===== src/core/mpu_mmu_pkg.sv =====
// Shared constants, types and helpers for the retention MPU and SRAM page MMU block
`default_nettype none
package mpu_mmu_pkg;

   // ----------------------------------------
   // Guarded address windows
   // ----------------------------------------
   localparam logic [31:0] FAST_LO_BASE = 32'h3FF8_0000;
   localparam logic [31:0] FAST_HI_BASE = 32'h400C_0000;
   localparam logic [31:0] SLOW_BASE = 32'h5000_0000;
   localparam logic [31:0] RETN_SIZE = 32'h0000_2000;
   localparam logic [31:0] INSTR_BASE = 32'h4008_0000;
   localparam logic [31:0] DATA_BASE = 32'h3FFC_0000;
   localparam logic [31:0] MMU_RANGE = 32'h0002_0000;

   // ----------------------------------------
   // Page geometry and rights
   // ----------------------------------------
   localparam logic [1:0] PSZ_8K = 2'h0;
   localparam logic [1:0] PSZ_4K = 2'h1;
   localparam logic [1:0] PSZ_2K = 2'h2;
   localparam logic [4:0] SHIFT_8K = 5'h0D;
   localparam logic [4:0] SHIFT_4K = 5'h0C;
   localparam logic [4:0] SHIFT_2K = 5'h0B;
   localparam logic [16:0] PAGE_COUNT = 17'h0_0010;
   localparam logic [16:0] ONE_17 = 17'h0_0001;
   localparam logic [2:0] RIGHTS_ALL = 3'h1;
   localparam logic [2:0] PID_OS0 = 3'h0;
   localparam logic [2:0] PID_FIRST_APP = 3'h2;

   // ----------------------------------------
   // Register map (byte offsets, low address bits)
   // ----------------------------------------
   localparam int WB_ADR_W = 8;
   localparam logic [7:0] OFS_FAST = 8'h00;
   localparam logic [7:0] OFS_SLOW = 8'h04;
   localparam logic [7:0] OFS_IPSZ = 8'h08;
   localparam logic [7:0] OFS_DPSZ = 8'h0C;
   localparam logic [7:0] OFS_VSTAT = 8'h10;
   localparam logic [7:0] OFS_VADDR = 8'h14;
   localparam logic [7:0] OFS_VCNT = 8'h18;
   localparam logic [1:0] MAP_SEL_I = 2'h1;
   localparam logic [1:0] MAP_SEL_D = 2'h2;
   localparam int VSTAT_CLR_BIT = 0;

   // ----------------------------------------
   // Reset values and violation counter limit
   // ----------------------------------------
   localparam logic [7:0] FAST_ALLOW_RST = 8'h03;
   localparam logic [5:0] SLOW_ALLOW_RST = 6'h00;
   localparam logic [1:0] PSZ_RST = 2'h0;
   localparam logic [15:0] VCNT_MAX = 16'hFFFF;

   // ----------------------------------------
   // Types
   // ----------------------------------------
   typedef enum logic [2:0] {REGION_NONE, REGION_FAST, REGION_SLOW, REGION_INSTR, REGION_DATA} region_t;

   typedef struct packed {
      logic [2:0] rights;
      logic [3:0] vpage;
   } map_entry_t;

   typedef struct packed {
      logic valid;
      logic write;
      logic [2:0] process_ident;
      logic [31:0] addr;
   } acc_req_t;

   typedef struct packed {
      logic valid;
      logic grant;
      logic write;
      region_t region;
      logic [31:0] phys_addr;
   } acc_resp_t;

   typedef struct packed {
      logic [7:0] fast_allow;
      logic [5:0] slow_allow;
      logic [1:0] ipsz;
      logic [1:0] dpsz;
      map_entry_t [15:0] imap;
      map_entry_t [15:0] dmap;
      logic ack;
      logic [31:0] rdat;
      acc_resp_t resp;
      logic viol;
      logic [2:0] viol_pid;
      logic viol_wr;
      region_t viol_region;
      logic [31:0] viol_addr;
      logic [15:0] viol_cnt;
   } state_t;

   // ----------------------------------------
   // Helpers
   // ----------------------------------------
   function automatic logic in_window(input logic [31:0] addr, input logic [31:0] base, input logic [31:0] size);
      logic [31:0] d;
      d = addr - base;
      return d < size;
   endfunction

   function automatic logic is_os_pid(input logic [2:0] process_ident);
      return process_ident[2:1] == 2'h0;
   endfunction

endpackage
`default_nettype wire


===== src/core/retention_mpu_check.sv =====
// Allow check for the fast and slow retention memories
`default_nettype none
module retention_mpu_check (
   input wire logic [2:0] process_ident,
   input wire logic [31:0] addr,
   input wire logic [7:0] fast_allow,
   input wire logic [5:0] slow_allow,
   output logic fast_hit,
   output logic slow_hit,
   output logic grant
);

   logic [2:0] slow_idx;
   logic [7:0] slow_ext;

   // Both fast aliases share one allow byte; slow grants the OS ids unconditionally
   always_comb begin
      fast_hit = mpu_mmu_pkg::in_window(addr, mpu_mmu_pkg::FAST_LO_BASE, mpu_mmu_pkg::RETN_SIZE) |
                 mpu_mmu_pkg::in_window(addr, mpu_mmu_pkg::FAST_HI_BASE, mpu_mmu_pkg::RETN_SIZE);
      slow_hit = mpu_mmu_pkg::in_window(addr, mpu_mmu_pkg::SLOW_BASE, mpu_mmu_pkg::RETN_SIZE);
      slow_idx = process_ident - mpu_mmu_pkg::PID_FIRST_APP;
      // Padded so the wrapped index of ids 0 and 1 stays inside the vector
      slow_ext = {2'h0, slow_allow};
      grant = 1'b0;
      if (fast_hit) begin
         grant = fast_allow[process_ident];
      end else if (slow_hit) begin
         grant = mpu_mmu_pkg::is_os_pid(process_ident) | slow_ext[slow_idx];
      end
   end

endmodule
`default_nettype wire


===== src/core/page_mmu_lookup.sv =====
// Page translation and rights check for one upper-128 KB SRAM window
`default_nettype none
module page_mmu_lookup #(
   parameter logic [31:0] BASE = 32'h0000_0000,
   parameter bit READ_ONLY = 1'b0
) (
   input wire logic [2:0] process_ident,
   input wire logic [31:0] addr,
   input wire logic write,
   input wire logic [1:0] psz,
   input wire mpu_mmu_pkg::map_entry_t [15:0] map,
   output logic in_range,
   output logic grant,
   output logic [31:0] phys
);

   logic [31:0] ofs;
   logic [16:0] o17;
   logic [16:0] pg_full;
   logic [16:0] mask;
   logic [16:0] new_ofs;
   logic [4:0] shift;
   logic [3:0] vpage;
   logic [3:0] ppage;
   logic covered;
   logic hit;

   // Reverse search: each entry names the virtual page that reaches its physical page
   always_comb begin
      ofs = addr - BASE;
      in_range = ofs < mpu_mmu_pkg::MMU_RANGE;
      o17 = ofs[16:0];
      case (psz)
         mpu_mmu_pkg::PSZ_4K: shift = mpu_mmu_pkg::SHIFT_4K;
         mpu_mmu_pkg::PSZ_2K: shift = mpu_mmu_pkg::SHIFT_2K;
         default: shift = mpu_mmu_pkg::SHIFT_8K;
      endcase
      pg_full = o17 >> shift;
      covered = pg_full < mpu_mmu_pkg::PAGE_COUNT;
      vpage = pg_full[3:0];
      mask = (mpu_mmu_pkg::ONE_17 << shift) - mpu_mmu_pkg::ONE_17;
      hit = 1'b0;
      ppage = 4'h0;
      // Descending walk so the lowest matching physical page wins
      for (int p = 15; p >= 0; p--) begin
         if (map[p].vpage == vpage &&
             (map[p].rights == mpu_mmu_pkg::RIGHTS_ALL || map[p].rights == process_ident)) begin
            hit = 1'b1;
            ppage = 4'(p);
         end
      end
      new_ofs = ({13'h0000, ppage} << shift) | (o17 & mask);
      if (mpu_mmu_pkg::is_os_pid(process_ident)) begin
         grant = 1'b1;
         phys = addr;
      end else begin
         grant = covered & hit & ~(READ_ONLY & write);
         phys = BASE + {15'h0000, new_ofs};
      end
   end

endmodule
`default_nettype wire


===== src/core/mem_guard.sv =====
// Top of the retention MPUs and SRAM page MMUs with their Wishbone register slave
//
// Design decisions made here: the address map and the Wishbone register port.
`default_nettype none

// How it works
// Fast and slow retention memories each have an MPU where a set per-id allow bit grants access.
// Process ids 0 and 1 always reach the slow retention memory regardless of allow bits.
// Both fast memory aliases use the same allow byte, bit n for process id n.
// The slow allow register holds bits 0 to 5 for process ids 2 to 7.
// Only id 0 writes the fast allow byte; ids 0 or 1 write the slow allow bits.
// Instruction and data upper windows are each guarded and translated by an MMU.
// Each MMU splits its window into exactly 16 pages.
// Each side has its own page size select: 0 is 8 KB, 1 is 4 KB, 2 is 2 KB.
// For ids 0 and 1 every virtual page goes to the same physical page with full access.
// For ids 2 to 7 an access is redirected to the mapped physical page keeping its offset.
// With 4 KB pages the top 64 KB and with 2 KB pages the top 96 KB lie outside the pages.
// The area outside the pages is open to ids 0 and 1 and denied to all others.
// Page n spans base plus size times n up to the next page, from the side's base.
// Each MMU has 16 map registers, one per physical page, naming the virtual page and rights.
// Map bits 6 to 4 are rights (0 none, 1 all, 2-7 that id only), bits 3 to 0 the virtual page.
// Map registers and page size selects take writes only from ids 0 or 1.
// For ids 2 to 7 instruction pages are read only and data pages read and write.
module mem_guard (
   input wire logic clk,
   input wire logic sys_rst,
   input wire logic wb_cyc_i,
   input wire logic wb_stb_i,
   input wire logic wb_we_i,
   input wire logic [mpu_mmu_pkg::WB_ADR_W-1:0] wb_adr_i,
   input wire logic [3:0] wb_sel_i,
   input wire logic [31:0] wb_dat_i,
   input wire logic [2:0] wb_pid_i,
   output logic wb_ack_o,
   output logic [31:0] wb_dat_o,
   input wire mpu_mmu_pkg::acc_req_t acc_req,
   output mpu_mmu_pkg::acc_resp_t acc_resp
);

   // ----------------------------------------
   // State and decode signals
   // ----------------------------------------
   mpu_mmu_pkg::state_t s_r;
   mpu_mmu_pkg::state_t s_nxt;

   logic bus_req;
   logic wr;
   logic os_writer;
   logic [1:0] map_sel;
   logic [3:0] map_idx;
   logic fast_hit;
   logic slow_hit;
   logic retn_grant;
   logic i_in;
   logic i_grant;
   logic [31:0] i_phys;
   logic d_in;
   logic d_grant;
   logic [31:0] d_phys;
   logic deny;
   logic clr_viol;

   // ----------------------------------------
   // Guard units
   // ----------------------------------------

   // Retention memory allow checks
   retention_mpu_check retn_u (
      .process_ident(acc_req.process_ident),
      .addr(acc_req.addr),
      .fast_allow(s_r.fast_allow),
      .slow_allow(s_r.slow_allow),
      .fast_hit(fast_hit),
      .slow_hit(slow_hit),
      .grant(retn_grant)
   );

   // Instruction side is fetched code, so applications get no writes there
   page_mmu_lookup #(
      .BASE(mpu_mmu_pkg::INSTR_BASE),
      .READ_ONLY(1'b1)
   ) instr_u (
      .process_ident(acc_req.process_ident),
      .addr(acc_req.addr),
      .write(acc_req.write),
      .psz(s_r.ipsz),
      .map(s_r.imap),
      .in_range(i_in),
      .grant(i_grant),
      .phys(i_phys)
   );

   // Data side lets applications write their own pages
   page_mmu_lookup #(
      .BASE(mpu_mmu_pkg::DATA_BASE),
      .READ_ONLY(1'b0)
   ) data_u (
      .process_ident(acc_req.process_ident),
      .addr(acc_req.addr),
      .write(acc_req.write),
      .psz(s_r.dpsz),
      .map(s_r.dmap),
      .in_range(d_in),
      .grant(d_grant),
      .phys(d_phys)
   );

   // ----------------------------------------
   // Next state
   // ----------------------------------------
   always_comb begin
      s_nxt = s_r;

      // Classic single cycle: answer one clock after the strobe, then drop
      bus_req = wb_cyc_i & wb_stb_i & ~s_r.ack;
      wr = bus_req & wb_we_i & wb_sel_i[0];
      os_writer = mpu_mmu_pkg::is_os_pid(wb_pid_i);
      map_sel = wb_adr_i[7:6];
      map_idx = wb_adr_i[5:2];
      s_nxt.ack = bus_req;
      s_nxt.rdat = 32'h0000_0000;

      // Register read mux; unmapped offsets read as zero
      if (bus_req && !wb_we_i) begin
         if (map_sel == mpu_mmu_pkg::MAP_SEL_I) begin
            s_nxt.rdat = {25'h000_0000, s_r.imap[map_idx]};
         end else if (map_sel == mpu_mmu_pkg::MAP_SEL_D) begin
            s_nxt.rdat = {25'h000_0000, s_r.dmap[map_idx]};
         end else begin
            case (wb_adr_i)
               mpu_mmu_pkg::OFS_FAST: s_nxt.rdat = {24'h00_0000, s_r.fast_allow};
               mpu_mmu_pkg::OFS_SLOW: s_nxt.rdat = {26'h000_0000, s_r.slow_allow};
               mpu_mmu_pkg::OFS_IPSZ: s_nxt.rdat = {30'h0000_0000, s_r.ipsz};
               mpu_mmu_pkg::OFS_DPSZ: s_nxt.rdat = {30'h0000_0000, s_r.dpsz};
               mpu_mmu_pkg::OFS_VSTAT: begin
                  s_nxt.rdat = {17'h0_0000, s_r.viol_region, 3'h0, s_r.viol_wr, 1'h0,
                                s_r.viol_pid, 3'h0, s_r.viol};
               end
               mpu_mmu_pkg::OFS_VADDR: s_nxt.rdat = s_r.viol_addr;
               mpu_mmu_pkg::OFS_VCNT: s_nxt.rdat = {16'h0000, s_r.viol_cnt};
               default: s_nxt.rdat = 32'h0000_0000;
            endcase
         end
      end

      // Writes from a disallowed id are acknowledged but leave the register alone
      if (wr && wb_adr_i == mpu_mmu_pkg::OFS_FAST && wb_pid_i == mpu_mmu_pkg::PID_OS0) begin
         s_nxt.fast_allow = wb_dat_i[7:0];
      end
      if (wr && wb_adr_i == mpu_mmu_pkg::OFS_SLOW && os_writer) begin
         s_nxt.slow_allow = wb_dat_i[5:0];
      end
      if (wr && wb_adr_i == mpu_mmu_pkg::OFS_IPSZ && os_writer) begin
         s_nxt.ipsz = wb_dat_i[1:0];
      end
      if (wr && wb_adr_i == mpu_mmu_pkg::OFS_DPSZ && os_writer) begin
         s_nxt.dpsz = wb_dat_i[1:0];
      end
      if (wr && os_writer && map_sel == mpu_mmu_pkg::MAP_SEL_I) begin
         s_nxt.imap[map_idx] = wb_dat_i[6:0];
      end
      if (wr && os_writer && map_sel == mpu_mmu_pkg::MAP_SEL_D) begin
         s_nxt.dmap[map_idx] = wb_dat_i[6:0];
      end
      clr_viol = wr && os_writer && wb_adr_i == mpu_mmu_pkg::OFS_VSTAT && wb_dat_i[mpu_mmu_pkg::VSTAT_CLR_BIT];

      // Access path: one registered answer per request, no stall
      s_nxt.resp.valid = acc_req.valid;
      s_nxt.resp.write = acc_req.write;
      s_nxt.resp.grant = 1'b1;
      s_nxt.resp.region = mpu_mmu_pkg::REGION_NONE;
      s_nxt.resp.phys_addr = acc_req.addr;
      if (fast_hit) begin
         s_nxt.resp.grant = retn_grant;
         s_nxt.resp.region = mpu_mmu_pkg::REGION_FAST;
      end else if (slow_hit) begin
         s_nxt.resp.grant = retn_grant;
         s_nxt.resp.region = mpu_mmu_pkg::REGION_SLOW;
      end else if (i_in) begin
         s_nxt.resp.grant = i_grant;
         s_nxt.resp.region = mpu_mmu_pkg::REGION_INSTR;
         s_nxt.resp.phys_addr = i_phys;
      end else if (d_in) begin
         s_nxt.resp.grant = d_grant;
         s_nxt.resp.region = mpu_mmu_pkg::REGION_DATA;
         s_nxt.resp.phys_addr = d_phys;
      end
      // A denied access never carries a usable address to the arrays
      if (!s_nxt.resp.grant) begin
         s_nxt.resp.phys_addr = 32'h0000_0000;
      end

      // Violation capture: first fault is kept, a new fault beats a clear
      deny = acc_req.valid & ~s_nxt.resp.grant;
      if (clr_viol) begin
         s_nxt.viol = 1'b0;
         s_nxt.viol_cnt = 16'h0000;
      end
      if (deny) begin
         if (!s_r.viol || clr_viol) begin
            s_nxt.viol_pid = acc_req.process_ident;
            s_nxt.viol_wr = acc_req.write;
            s_nxt.viol_region = s_nxt.resp.region;
            s_nxt.viol_addr = acc_req.addr;
         end
         s_nxt.viol = 1'b1;
         // Saturates so software never mistakes a wrap for a quiet period
         if (clr_viol) begin
            s_nxt.viol_cnt = 16'h0001;
         end else if (s_r.viol_cnt != mpu_mmu_pkg::VCNT_MAX) begin
            s_nxt.viol_cnt = s_r.viol_cnt + 16'h0001;
         end
      end
   end

   // ----------------------------------------
   // State register
   // ----------------------------------------
   always_ff @(posedge clk) begin
      if (sys_rst) begin
         s_r <= '0;
         s_r.fast_allow <= mpu_mmu_pkg::FAST_ALLOW_RST;
         s_r.slow_allow <= mpu_mmu_pkg::SLOW_ALLOW_RST;
         s_r.ipsz <= mpu_mmu_pkg::PSZ_RST;
         s_r.dpsz <= mpu_mmu_pkg::PSZ_RST;
      end else begin
         s_r <= s_nxt;
      end
   end

   // Outputs straight from the state flops
   assign wb_ack_o = s_r.ack;
   assign wb_dat_o = s_r.rdat;
   assign acc_resp = s_r.resp;

endmodule
`default_nettype wire


===== config.mk =====
export PLATFORM = sky130hd
export DESIGN_NAME = mem_guard
export DESIGN_NICKNAME = d
export VERILOG_FILES = /design/src/core/mpu_mmu_pkg.sv /design/src/core/retention_mpu_check.sv /design/src/core/page_mmu_lookup.sv /design/src/core/mem_guard.sv
export SDC_FILE = /design/constraint.sdc
export NUM_CORES = 1
export LEC_CHECK = 0
export BUFFER_PORTS_ARGS = -buffer_cell sky130_fd_sc_hd__buf_2
export CORE_MARGIN = 2
export CORE_UTILIZATION = 62
export DETAILED_ROUTE_END_ITERATION = 10
export PLACE_DENSITY = 0.81
export SYNTH_ARGS = -nofsm -noshare
export SYNTH_HDL_FRONTEND = slang
export SYNTH_HIERARCHICAL = 1
export SYNTH_SLANG_ARGS = --single-unit

===== constraint.sdc =====
create_clock -name clk -period 6.66 [get_ports clk]
set_clock_uncertainty 0.2 [all_clocks]
set_input_delay 1.332 -clock clk [delete_from_list [all_inputs] [get_ports clk]]
set_output_delay 1.332 -clock clk [all_outputs]
set_load 0.005 [all_outputs]

==> results.yml <==
status:
  status: "finished clean"
cells_and_area:
  fin_nets: 2916
  area_delta_synth_final_pct: 7.053
  fin_util: 0.6726
  diodes: 0
  drive_above_1_share: 0.1498
sta:
  layout_setup_ws_ns: 0.4223
  hold_viol: 0
  final.setup.tns_ns: 0
  maxSlewHeadroom: 0.1357
  holdWs_ns: 0.2517
  min_period_over_period: 0.9366
  period_needed_ns: 6.238
  worstMarginPinSlew_ns: 1.294
  slew_viol_final: 0
  rsz0062_at_grt: "false"
  max_freq_mhz: 160.3
  finalSetupViolCount: 0
floorplan:
  die_h_um: 202.1
  start_util: 0.6283
  fp.coreArea_um2: 38740
  io_pins: 160
  rows: 72
  die_x_um: 202.1
  die_area_um2: 40860
placed_design:
  gp_congestion: 0.9902
  dp_hpwl_um: 52370
  pre_cts_slack_ns: 0.06848
  portBuffers: 132
logic_synthesis:
  synth_ff_type: "dfxtp_1"
  async_reset_ff_frac: 0
  netlist_area_um2: 24340
  synth_area_leaders: "dfxtp_1, mux2i_1, nor2_1"
  synth_warnings: 6
  synth_common_cells: "dfxtp_1, nor2_1, mux2i_1, nand2_1, a21oi_1"
  ys_seq_area_frac: 0.3035
  synth_nets: 2987
  yosys.area.top_type_share: 0.3035
  ys_ff_latch: 369
  yosysTopAreaCell: "dfxtp_1"
  synth.most_common_cell: "dfxtp_1"
  synth-edff-count: 0
  avgSynthCellArea_um2: 8.445
  syn_inst: 2882
  netlist-cell-type-count: 109
setup_path:
  timing.rr.end: "s_r[22]"
  worstSetupPathType: "reg2reg"
  ff2ff_path_depth: 18
  worst_setup_path_end_kind: "flip-flop"
  cp.arrival_ns: 6.53
  endpoint: "s_r[22]"
  r2r_slack_ns: 0.42
  required_ns: 6.96
  cp-start-kind: "flip-flop"
  crit_fanout: 28
  r2r-start: "s_r[354]"
  critPathLaunch: "s_r[354]"
route:
  vias_per_cell: 6.731
  drt_iter0_drc: 2553
  antenna_left: 0
  num_vias: 22631
  drt-pass1-iter-count: 8
  wire_per_inst_um: 22.74
  drcViolationCount: 0
  wl_um: 76460
pwr:
  powerDensity_nw_per_um2: 200.4
  power_frac_seq: 0.426
  clkPwrFrac: 0.475
  leakage_nw: 9.555
  p_sw_frac: 0.2588
  irDropWorstVdd_mv: 0.2044
  power_frac_comb: 0.100
  power.internal_mw: 3.871
  p_sw_mw: 1.352
  power_mw: 5.222
min_path:
  min_path_type: "reg2reg"
clock_network:
  cts_max_level: 2
  cts.sinks: 369
  cts_tree: "done"
  cts_made_buffers: 42
  clock_path_buffers: 3
  clk_pin_slew_worst_paths_ns: 0.06
  post_cts_resized: 0
  post_cts_buffers: 0
  clockRootBuffer: "clkbuf_16"
  cts_hold_buf: 0
  clk_latency_ns: 0.58
grt:
  track_usage: 0.3648
  grt_pass1_wl_um: 118800
  antenna_found_initial: 2
  grt_pass1_vias: 21381
  grt_max_degree: 210
  gr-total-overflow: 0
run:
  maxCapViolations: 0
## area by class of cell
| cell class | count | area, µm² |
|---|---|---|
| Timing Repair Buffer | 201 | 1231 |
| Clock buffer | 58 | 1265 |
| Sequential cell | 369 | 7387 |
| Clock inverter | 19 | 220.2 |
| Fill cell | 3097 | 12680 |
| Inverter | 32 | 120.1 |
| Tap cell | 518 | 648.1 |
| Multi-Input combinational cell | 2165 | 15180 |
## sequential cells by signal, summed over array words and instances (netlist names)
| name | flops |
|---|---|
| wb_ack_o | 1 |
| wb_dat_o | 32 |
| acc_resp | 38 |
| s_r | 298 |
## per-layer routing
layer	routed length, µm	global-route usage	vias to the layer above	share of wire
li1	-	-	10154	-
met1	29880	0.4704	10766	0.39
met2	34100	0.5741	1427	0.45
met3	8229	0.07481	282	0.11
met4	4242	0.1999	2	0.055
met5	9	0	-	0.00012
## how the worst min path moves through the flow
stage / slack (ns) / from / cells past startpoint / to
2_1_floorplan: 0.23 / s_r[37] / 1 / wb_dat_o[21]
3_3_place_gp: 0.24 / s_r[39] / 1 / wb_dat_o[23]
3_5_place_dp: 0.24 / s_r[41] / 2 / s_r[41]
4_1_cts: 0.25 / s_r[41] / 2 / s_r[41]
5_1_grt: 0.27 / s_r[41] / 1 / wb_dat_o[25]
6_report: 0.25 / s_r[41] / 2 / s_r[41]
## cells by family (layout without fill, tap and decap cells)
group | count (synthesis) | count (layout) | share of synthesized area
adder cells (fa/ha/maj) | 16 | 16 | 0.008225
buffers and inverters | 348 | 310 | 0.07577
AO/OA/AOI/OAI | 558 | 558 | 0.1548
AND/OR/NAND/NOR | 1088 | 1088 | 0.2316
multiplexers | 310 | 310 | 0.1560
XOR/XNOR | 193 | 193 | 0.07007
flip-flops | 369 | 369 | 0.3035
## cells in the final DEF (no fill, tap or decap), drive strengths merged, types with 16 or more instances in the layout
master / n
nor4b: 32
xnor2: 96
or3: 33
ha: 16
xor2: 97
mux2i: 250
nor2b: 34
a211oi: 21
a31oi: 54
o22ai: 23
buf: 201
o21ai: 67
nor4: 23
nand3: 137
a21boi: 16
nor2: 319
dfxtp: 369
o211ai: 24
a22oi: 55
mux4: 51
inv: 33
and2: 43
nand2b: 24
nor3: 74
clkbuf: 58
nand2: 240
a21oi: 165
nand4: 33
## metrics by stage
step,instance area (µm²),instances
after floorplan,24340,2882
after global placement,24570,3285
after detailed placement,24570,3285
after CTS,26060,3362
after global routing,26060,3362
final,26060,3362
## power by group through the flow
stage               registers [mW]  clock network (mW)  logic, mW
CTS                           2.22                2.49      0.504
finish                        2.22                2.48      0.521
global route                  2.22                2.57      0.547
global placement              2.27                   0      0.487
floorplan                     2.27                   0      0.353
detailed placement            2.27                   0      0.502
## worst max-delay path, stage by stage, from the launching register on
cell	delay, ns
dfxtp_1	0.37
inv_1	0.10
ha_1	0.49
buf_4	0.34
mux2i_4	0.53
buf_4	0.25
xor2_1	0.07
a21oi_1	0.21
nor4_2	0.09
nor4b_1	0.96
nor2b_1	0.26
and2b_1	0.17
o31ai_1	0.10
nor2b_1	0.17
o311ai_1	0.11
buf_4	0.18
a21oi_4	0.95
buf_4	0.36
mux2i_1	0.21
Note: power is estimated with default switching activity, not from simulation.
